File: src/inc/sdp_pkg.sv
// Constants and types shared by the serial wire debug port files
//==========================================================================
// Contract
// - Select bit 0 routes both debug pins to the port; 1 to GPIO/boot use.
// - Protection level 2 disables the port whatever the select bit says.
// - Level 3 disables port and boot-loader path; select 1 gives GPIO only.
// - During each one-cycle turnaround nobody drives; pull-up holds it high.
// - Every field goes least significant bit first.
// - Transfer: 8-bit request, 3-bit acknowledge, optional 33-bit data.
// - Request bit 5 is parity over bits 0-4; the device checks it.
// - Bit 6 is stop 0; park bit 7 is undriven and reads as 1.
// - One turnaround bit follows every request before the acknowledge.
// - Acknowledge bits first to last: 001 FAULT, 010 WAIT, 100 OK.
// - A turnaround bit follows the acknowledge, with nobody driving, except before read data.
// - Data phase: 32 data bits then a parity bit at position 32.
// - Data phase only after an OK acknowledge unless overrun detect is on.
// - With overrun detect on, data phase follows every acknowledge.
// - Port stays inactive until the identification register is read.
// - Reset state after power-on or more than 50 high link cycles.
// - From reset, two or more low cycles take the port to idle.
// - Not ready answers WAIT and ends; error answers FAULT and ends.
//==========================================================================
package sdp_pkg;

    // Register map of the plain register port
    localparam logic [3:0] SDP_REG_CTRL   = 4'h0;
    localparam logic [3:0] SDP_REG_STATUS = 4'h4;
    localparam logic [3:0] SDP_REG_CLEAR  = 4'h8;
    localparam int SDP_CTRL_SEL_BIT  = 0;
    localparam int SDP_CTRL_ORUN_BIT = 1;
    localparam int SDP_STAT_ACTIVE_BIT = 0;
    localparam int SDP_STAT_ENABLE_BIT = 1;
    localparam int SDP_STAT_PERR_BIT   = 2;
    localparam int SDP_CLEAR_PERR_BIT  = 0;
    localparam logic [1:0] SDP_CTRL_RESET = 2'h0;

    // Protection levels
    localparam logic [1:0] SDP_LEVEL_NO_PORT = 2'h2;
    localparam logic [1:0] SDP_LEVEL_LOCKED  = 2'h3;

    // Request field positions
    localparam int SDP_REQ_START  = 0;
    localparam int SDP_REQ_AP     = 1;
    localparam int SDP_REQ_RNW    = 2;
    localparam int SDP_REQ_ADDR   = 3;
    localparam int SDP_REQ_PARITY = 5;
    localparam int SDP_REQ_STOP   = 6;
    localparam int SDP_REQ_PARK   = 7;

    // Acknowledge codes, bit 0 sent first
    localparam logic [2:0] SDP_ACK_OK    = 3'h1;
    localparam logic [2:0] SDP_ACK_WAIT  = 3'h2;
    localparam logic [2:0] SDP_ACK_FAULT = 3'h4;

    // Counts in link clock cycles
    localparam logic [5:0] SDP_REQ_LAST   = 6'h07;
    localparam logic [5:0] SDP_ACK_LAST   = 6'h02;
    localparam logic [5:0] SDP_DATA_LAST  = 6'h20;
    localparam logic [5:0] SDP_LINE_RESET = 6'h32;
    localparam logic [1:0] SDP_IDLE_LOWS  = 2'h2;

    typedef enum logic [3:0] {
        ST_RESET,
        ST_IDLE,
        ST_REQ,
        ST_TURN_REQ,
        ST_ACK,
        ST_TURN_ACK,
        ST_WDATA,
        ST_RDATA,
        ST_TURN_END,
        ST_LOCK
    } sdp_state_t;

endpackage : sdp_pkg

File: src/logic/sdp_port.sv
// Serial wire debug port: pin muxing, line reset and packet engine
//
// Our own choices: the plain strobed port and the register addresses.
`timescale 1ns/10ps
`default_nettype none
module sdp_port
    import sdp_pkg::*;
#(
    // Arbitrary identification value, not a real part code
    parameter logic [31:0] ID_VALUE = 32'h1234_5671
)
(
    input  wire logic        clk,
    input  wire logic        reset,
    input  wire logic [1:0]  prot_level,
    input  wire logic        debug_clock_pin,
    input  wire logic        debug_data_in,
    output logic             debug_data_out,
    output logic             debug_data_oe,
    output logic             debug_port_enable,
    output logic             gpio_pin_enable,
    output logic             boot_path_enable,
    input  wire logic [3:0]  reg_addr,
    input  wire logic [31:0] reg_wdata,
    input  wire logic        reg_write,
    input  wire logic        reg_read,
    output logic [31:0]      reg_rdata,
    output logic             acc_write,
    output logic             acc_read,
    output logic             acc_ap,
    output logic [1:0]       acc_addr,
    output logic [31:0]      acc_wdata,
    input  wire logic        core_ready,
    input  wire logic        core_fault,
    input  wire logic [31:0] core_rdata,
    output logic             port_active
);
    if (ID_VALUE == 32'h0000_0000)
    begin : g_bad_id
        $error("ID_VALUE must not be zero");
    end

    //======================================================================
    // Pin function and protection
    //======================================================================
    logic pin_select;
    logic orun_en;
    logic parity_error;
    logic perr_set;

    wire level_ok   = prot_level < SDP_LEVEL_NO_PORT;
    wire port_en    = !pin_select && level_ok;
    assign debug_port_enable = port_en;
    assign gpio_pin_enable   = pin_select;
    assign boot_path_enable  = pin_select
                               && prot_level != SDP_LEVEL_LOCKED;

    sdp_regs u_regs (
        .clk                   (clk),
        .reset                 (reset),
        .reg_addr              (reg_addr),
        .reg_wdata             (reg_wdata),
        .reg_write             (reg_write),
        .reg_read              (reg_read),
        .reg_rdata             (reg_rdata),
        .pin_select            (pin_select),
        .overrun_detect_enable (orun_en),
        .port_active           (port_active),
        .port_enable           (port_en),
        .parity_error_set      (perr_set),
        .parity_error          (parity_error)
    );

    //======================================================================
    // Link sampling
    //======================================================================
    logic swclk;
    logic swdio;
    logic swclk_q;

    // Clock and data see the same latency, so their relation is kept
    sdp_sync u_sync_clk (
        .clk   (clk),
        .reset (reset),
        .pin   (debug_clock_pin),
        .level (swclk)
    );
    sdp_sync u_sync_dat (
        .clk   (clk),
        .reset (reset),
        .pin   (debug_data_in),
        .level (swdio)
    );

    // Inputs sampled on the link rising edge, outputs launched there too
    // so the host samples them just before the next rising edge
    wire rise = swclk && !swclk_q;

    //======================================================================
    // Packet engine
    //======================================================================
    sdp_state_t state;
    logic [5:0]  cnt;
    logic [5:0]  high_cnt;
    logic [1:0]  low_cnt;
    logic [7:0]  req;
    logic [32:0] sh;
    logic [2:0]  ack;
    logic        req_rnw;
    logic        data_phase;

    function automatic logic even_parity(input logic [31:0] v);
        even_parity = ^v;
    endfunction : even_parity

    wire [7:0] next_req  = {swdio, req[7:1]};
    wire [32:0] next_sh  = {swdio, sh[32:1]};
    wire req_good  = next_req[SDP_REQ_START]
                     && !next_req[SDP_REQ_STOP]
                     && next_req[SDP_REQ_PARK]
                     && ^next_req[SDP_REQ_PARITY:0] == 1'b0;
    wire is_id     = !acc_ap && req_rnw && acc_addr == 2'h0;
    wire refuse    = !port_active && !is_id;
    wire [2:0] next_ack = is_id      ? SDP_ACK_OK    :
                          core_fault ? SDP_ACK_FAULT :
                          core_ready ? SDP_ACK_OK    : SDP_ACK_WAIT;
    wire ack_ok     = next_ack == SDP_ACK_OK;
    wire next_data  = ack_ok || orun_en;
    wire [31:0] rd_word = !ack_ok ? 32'h0000_0000 :
                          is_id   ? ID_VALUE : core_rdata;
    wire wr_par_ok  = even_parity(next_sh[31:0]) == next_sh[32];
    wire line_reset = !debug_data_oe && swdio
                      && high_cnt >= SDP_LINE_RESET;
    wire [5:0] high_inc = high_cnt + 6'h01;

    always_ff @(posedge clk)
    begin
        if (reset)
            swclk_q <= 1'b1;
        else
            swclk_q <= swclk;
    end

    // Run of high samples while the line is not ours
    always_ff @(posedge clk)
    begin
        if (reset || !port_en)
            high_cnt <= 6'h00;
        else if (rise)
            high_cnt <= (swdio && !debug_data_oe)
                        ? (line_reset ? high_cnt : high_inc) : 6'h00;
    end

    always_ff @(posedge clk)
    begin
        if (reset || !port_en)
        begin
            state          <= ST_RESET;
            cnt            <= 6'h00;
            low_cnt        <= 2'h0;
            req            <= 8'h00;
            sh             <= 33'h0_0000_0000;
            ack            <= SDP_ACK_WAIT;
            req_rnw        <= 1'b0;
            data_phase     <= 1'b0;
            acc_ap         <= 1'b0;
            acc_addr       <= 2'h0;
            debug_data_out <= 1'b1;
            debug_data_oe  <= 1'b0;
            port_active    <= 1'b0;
        end
        else if (rise && line_reset)
        begin
            state         <= ST_RESET;
            low_cnt       <= 2'h0;
            debug_data_oe <= 1'b0;
            port_active   <= 1'b0;
        end
        else if (rise)
        begin
            unique case (state)
                ST_RESET:
                begin
                    low_cnt <= swdio ? 2'h0 : low_cnt + 2'h1;
                    if (!swdio && low_cnt == SDP_IDLE_LOWS - 2'h1)
                        state <= ST_IDLE;
                end
                ST_IDLE:
                begin
                    req <= next_req;
                    cnt <= 6'h01;
                    if (swdio)
                        state <= ST_REQ;
                end
                ST_REQ:
                begin
                    req     <= next_req;
                    cnt     <= cnt + 6'h01;
                    acc_ap  <= next_req[SDP_REQ_AP];
                    req_rnw <= next_req[SDP_REQ_RNW];
                    acc_addr <= next_req[SDP_REQ_ADDR +: 2];
                    if (cnt == SDP_REQ_LAST)
                        // A malformed request gets no answer at all
                        state <= req_good ? ST_TURN_REQ : ST_LOCK;
                end
                ST_TURN_REQ:
                begin
                    // Undriven bit ends here; acknowledge starts now
                    if (refuse)
                        state <= ST_LOCK;
                    else
                    begin
                        state          <= ST_ACK;
                        ack            <= next_ack;
                        data_phase     <= next_data;
                        sh             <= {even_parity(rd_word), rd_word};
                        debug_data_out <= next_ack[0];
                        debug_data_oe  <= 1'b1;
                        cnt            <= 6'h00;
                        if (is_id)
                            port_active <= 1'b1;
                    end
                end
                ST_ACK:
                begin
                    cnt <= cnt + 6'h01;
                    if (cnt != SDP_ACK_LAST)
                        debug_data_out <= ack[cnt[1:0] + 2'h1];
                    else if (req_rnw && data_phase)
                    begin
                        state          <= ST_RDATA;
                        debug_data_out <= sh[0];
                        cnt            <= 6'h00;
                    end
                    else
                    begin
                        state          <= ST_TURN_ACK;
                        debug_data_oe  <= 1'b0;
                        debug_data_out <= 1'b1;
                    end
                end
                ST_TURN_ACK:
                begin
                    cnt   <= 6'h00;
                    state <= (!req_rnw && data_phase) ? ST_WDATA
                                                      : ST_IDLE;
                end
                ST_WDATA:
                begin
                    sh  <= next_sh;
                    cnt <= cnt + 6'h01;
                    if (cnt == SDP_DATA_LAST)
                        state <= ST_IDLE;
                end
                ST_RDATA:
                begin
                    sh  <= {1'b0, sh[32:1]};
                    cnt <= cnt + 6'h01;
                    if (cnt == SDP_DATA_LAST)
                    begin
                        state          <= ST_TURN_END;
                        debug_data_oe  <= 1'b0;
                        debug_data_out <= 1'b1;
                    end
                    else
                        debug_data_out <= sh[1];
                end
                ST_TURN_END:
                    state <= ST_IDLE;
                ST_LOCK:
                    state <= ST_LOCK;
            endcase
        end
    end

    //======================================================================
    // Core side strobes
    //======================================================================
    wire take_read  = rise && !line_reset && state == ST_TURN_REQ
                      && !refuse && req_rnw && !is_id && ack_ok;
    wire wdata_done = rise && !line_reset && state == ST_WDATA
                      && cnt == SDP_DATA_LAST;
    wire ack_was_ok = ack == SDP_ACK_OK;

    // Write parity failures after OK are flagged; an overrun data phase after WAIT or
    // FAULT is consumed with no core strobe, though its write data still lands on acc_wdata
    assign perr_set = wdata_done && !wr_par_ok && ack_was_ok;

    always_ff @(posedge clk)
    begin
        if (reset || !port_en)
        begin
            acc_write <= 1'b0;
            acc_read  <= 1'b0;
            acc_wdata <= 32'h0000_0000;
        end
        else
        begin
            acc_read  <= take_read;
            acc_write <= wdata_done && wr_par_ok && ack_was_ok;
            if (wdata_done)
                acc_wdata <= next_sh[31:0];
        end
    end

endmodule : sdp_port
`default_nettype wire

File: src/logic/sdp_sync.sv
// Three-stage pin synchroniser that accepts a change once stages agree
`timescale 1ns/10ps
`default_nettype none
module sdp_sync
    import sdp_pkg::*;
(
    input  wire logic clk,
    input  wire logic reset,
    input  wire logic pin,
    output logic      level
);
    logic s1;
    logic s2;
    logic s3;

    always_ff @(posedge clk)
    begin
        if (reset)
        begin
            s1    <= 1'b1;
            s2    <= 1'b1;
            s3    <= 1'b1;
            level <= 1'b1;
        end
        else
        begin
            s1 <= pin;
            s2 <= s1;
            s3 <= s2;
            if (s2 == s3)
                level <= s3;
        end
    end
endmodule : sdp_sync
`default_nettype wire

File: src/logic/sdp_regs.sv
// Register port slave: control, status and sticky clear
`timescale 1ns/10ps
`default_nettype none
module sdp_regs
    import sdp_pkg::*;
(
    input  wire logic        clk,
    input  wire logic        reset,
    input  wire logic [3:0]  reg_addr,
    input  wire logic [31:0] reg_wdata,
    input  wire logic        reg_write,
    input  wire logic        reg_read,
    output logic [31:0]      reg_rdata,
    output logic             pin_select,
    output logic             overrun_detect_enable,
    input  wire logic        port_active,
    input  wire logic        port_enable,
    input  wire logic        parity_error_set,
    output logic             parity_error
);
    logic [1:0] ctrl;
    wire        hit_ctrl   = reg_addr == SDP_REG_CTRL;
    wire        hit_status = reg_addr == SDP_REG_STATUS;
    wire        clear_perr = reg_write && reg_addr == SDP_REG_CLEAR
                             && reg_wdata[SDP_CLEAR_PERR_BIT];
    wire [31:0] status_word = {29'h0, parity_error, port_enable, port_active};
    wire [31:0] read_mux    = hit_ctrl   ? {30'h0, ctrl} :
                              hit_status ? status_word : 32'h0000_0000;

    assign pin_select            = ctrl[SDP_CTRL_SEL_BIT];
    assign overrun_detect_enable = ctrl[SDP_CTRL_ORUN_BIT];

    always_ff @(posedge clk)
    begin
        if (reset)
        begin
            ctrl         <= SDP_CTRL_RESET;
            parity_error <= 1'b0;
            reg_rdata    <= 32'h0000_0000;
        end
        else
        begin
            if (reg_write && hit_ctrl)
                ctrl <= reg_wdata[1:0];
            // Set wins over a clear in the same cycle
            parity_error <= parity_error_set || (parity_error && !clear_perr);
            reg_rdata    <= reg_read ? read_mux : 32'h0000_0000;
        end
    end
endmodule : sdp_regs
`default_nettype wire

File: config.mk
export PLATFORM = sky130hd
export DESIGN_NAME = sdp_port
export DESIGN_NICKNAME = d
export VERILOG_FILES = /design/src/inc/sdp_pkg.sv /design/src/logic/sdp_port.sv /design/src/logic/sdp_sync.sv /design/src/logic/sdp_regs.sv
export SDC_FILE = /design/constraint.sdc
export NUM_CORES = 1
export LEC_CHECK = 0
export ABC_AREA = 1
export BUFFER_PORTS_ARGS = -buffer_cell sky130_fd_sc_hd__buf_2
export CAP_MARGIN = 20
export CORE_ASPECT_RATIO = 1.5
export CORE_UTILIZATION = 55
export DETAILED_ROUTE_END_ITERATION = 7
export HOLD_SLACK_MARGIN = 0.02
export PLACE_DENSITY = 0.89
export SYNTH_ARGS = -nofsm -noshare
export SYNTH_HDL_FRONTEND = slang
export SYNTH_SLANG_ARGS = --single-unit
File: constraint.sdc
create_clock -name clk -period 2.68 [get_ports clk]
set_clock_uncertainty 0.05 [all_clocks]
set_input_delay 0.536 -clock clk [delete_from_list [all_inputs] [get_ports clk]]
set_output_delay 0.536 -clock clk [all_outputs]
set_load 0.01 [all_outputs]
==> results.toml <==
[yosys]
synth.most_common_cell = "nand2_1"
seq_area_frac_synth_pct = 34.8
ys_top_cells_by_area = "dfxtp_1 (35%), nand2_1 (14%), a21oi_1 (6.4%)"
synthArstFlopShare_pct = 0
syn_area_per_cell_sq_um = 6.76
synth_ff_type = "dfxtp_1"
syn_area_sq_um = 6790
yosysWarningCount = 0
synth_commonest_cells = "nand2_1 (251), dfxtp_1 (118), inv_1 (100), a21oi_1 (87), nor2_1 (73)"
synth-seq-cells = 118
synthCells = 1005
ys_types = 47
synth_top_area_share_pct = 34.8
synth_edf_count = 0
synth_top_cell_by_area = "dfxtp_1"

[power]
pwr-share-seq_pct = 42.9
power.internal_uw = 3080
power.switching_uw = 1020
swShare_pct = 25.0
power_density_nw_per_um2 = 527
p_leak_uw = 0.00355
clkPwrFrac_pct = 49.9
power.share.combinational_pct = 7.2
power.total_uw = 4110
ir_drop_uv = 282

[grt]
grt_pass1_wl_mm = 28.2
grt_pass1_vias = 6175
antenna_found_initial = 0
grt_util_all_layers_pct = 27.7
grt_overflow_total = 0
grt_start_max_net_pins = 68

[finish]
nets = 1177
fill_cells = 1057
antenna_cells = 0
area_delta_synth_final_pct = 14.6
stdcell_count = 1259
design_area_sq_um = 7780
drive_gt1_share_pct = 17.0

[drt]
firstDrtPassIters = 6
vias = 6811
wl_per_cell_um = 13.8
antenna_left = 0
avgViaCountPerCell = 5.41
first_iter_violations = 448
drcViolationCount = 0
wl_mm = 17.4

[die]
boundaryPins = 153
core_sq_um = 12000
rows = 49
die_h_um = 138
die_area_sq_um = 12800
start_util_pct = 56.5
die_w_um = 92.7

[flow_run]
maxCapViolCount = 0

[timing]
worst_pin_slew_ns = 0.604
setup_viol = 0
fmax_ghz = 0.413
fin_hold_ws_ns = 0.254
period_needed_ns = 2.42
final.period_utilization_pct = 90.4
hold_viol_final = 0
report.final.slew_viol_count = 0
grt_setup_unrepaired = "no"
tns_ns = 0
relSlewSlack_pct = 59.8

[clock_network]
htreeDepth = 4
clock_sinks = 118
clk_path_buf_depth = 2
clockRootBuffer = "clkbuf_16"
cts_tree = "done"
postCtsHoldBufs = 0
clk_latency_ns = 0.42
cts_buffers = 17
clk_pin_slew_ns = 0.05

[setup_path]
crit_arrival_ns = 2.65
path_max_fanout = 45
critPathKind = "register to register"
end_kind = "register"
startpoint_type = "register"
rr_worst_depth = 10
cp.required_ns = 2.91

[place]
place_inst = 1227
dp_hpwl_mm = 12.6
gp_congestion = 0.946
io_buffers = 93
placed_cell_area_sq_um = 7250

[outcome]
status = "finished clean"

[worst_hold_path]
min_path_type = "input pin to register"
whs_path_depth = 2
-- sequential cells by signal (all words and copies together), names as in the netlist, 2 cells and up --
signal            count
high_cnt              6
acc_addr              2
sh                   33
state                 4
req                   7
low_cnt               2
acc_wdata            32
ack                   3
u_regs.reg_rdata      3
u_regs.ctrl           2
cnt                   6
-- cell families after synthesis --
| group | count (synthesis) | synth area share, % |
|---|---|---|
| simple gates | 450 | 28.9 |
| compound gates | 209 | 17.3 |
| buf+inv | 184 | 13.0 |
| flops | 118 | 34.8 |
| xor+xnor | 37 | 4.77 |
| fa+ha+maj | 6 | 1.10 |
| other cells | 1 | 0.0552 |
-- worst paths after layout --
check	start	to	slack [ns]
hold / removal	debug_data_in	u_sync_dat.s1$_SDFF_PP1_	0.25
setup / recovery	state[3]$_SDFFE_PP0P_	sh[11]$_SDFFE_PP0P_	0.26
setup reg to reg	state[3]$_SDFFE_PP0P_	sh[11]$_SDFFE_PP0P_	0.26
hold reg to reg	u_sync_dat.s1$_SDFF_PP1_	u_sync_dat.s2$_SDFF_PP1_	0.40
-- worst max-delay path, stage by stage, from the launching register on --
cell and delay, ns:
dfxtp_1 0.36, nor2_1 0.24, inv_1 0.09, nor2_2 0.20, inv_2 0.10, nor2_2 0.16, nor2_2 0.09, o21ai_2 0.09
clkinv_2 0.42, o21ai_0 0.38, a31oi_1 0.07
-- placed cells by master, fill, tap and decap left out, types with 2 or more instances in the layout --
cell and instances:
a211oi_1 22, a21oi_1 87, a31oi_1 21, buf_2 93, buf_4 16, clkbuf_16 17
clkbuf_8 2, clkinv_2 6, clkinv_4 3, clkinvlp_4 4, conb_1 29, dfxtp_1 118
ha_1 6, inv_1 100, inv_2 12, nand2_1 251, nand2_2 8, nand3_1 70
nand4_1 9, nor2_1 73, nor2_2 4, nor2_4 2, nor3_1 10, nor3_2 3
nor3b_1 4, o211a_1 2, o211ai_1 2, o21ai_0 62, o21ai_1 3, o21ai_2 4
or2_2 7, xnor2_1 24, xor2_1 13
-- power by group through the flow --
| stage | sequential (uW) | combinational (uW) | clock (uW) |
|---|---|---|---|
| after global placement | 1800 | 289 | 0 |
| final | 1760 | 296 | 2050 |
| after detailed placement | 1800 | 293 | 0 |
| after global routing | 1760 | 341 | 2140 |
| after CTS | 1760 | 295 | 2050 |
| after floorplan | 1800 | 240 | 0 |
-- routing by layer --
metal	wire length, um	up-vias	GRT usage [%]
li1	-	3396	-
met1	6590	3073	30.0
met2	8890	270	48.7
met3	1030	72	5.83
met4	875	0	16.4
met5	0	-	0
-- through the flow --
| step | worst slack, ns | util (%) |
|---|---|---|
| 2_1_floorplan | 0.765 | - |
| 3_3_place_gp | 0.394 | 60.3 |
| 3_5_place_dp | 0.296 | 60.3 |
| 4_1_cts | 0.273 | 64.8 |
| 5_1_grt | 0.0242 | 64.8 |
| 6_report | 0.258 | 64.8 |
-- layout make-up --
| cell class | instances | area, sq um | area share, % |
|---|---|---|---|
| clock buffers | 20 | 457 | 5.87 |
| clock inverters | 12 | 81.3 | 1.04 |
| inverters | 115 | 435 | 5.59 |
| multi-input cells | 731 | 3650 | 46.9 |
| flip-flops and latches | 118 | 2360 | 30.3 |
| well taps | 153 | 191 | 2.46 |
| repair buffers | 110 | 606 | 7.78 |
-- repair_timing --
action                     in CTS  in global routing
setup endpoints to repair       0                  1
buffers inserted                0                  0
resized for setup               0                  1
No activity file was read; power rests on OpenSTA's default activity.
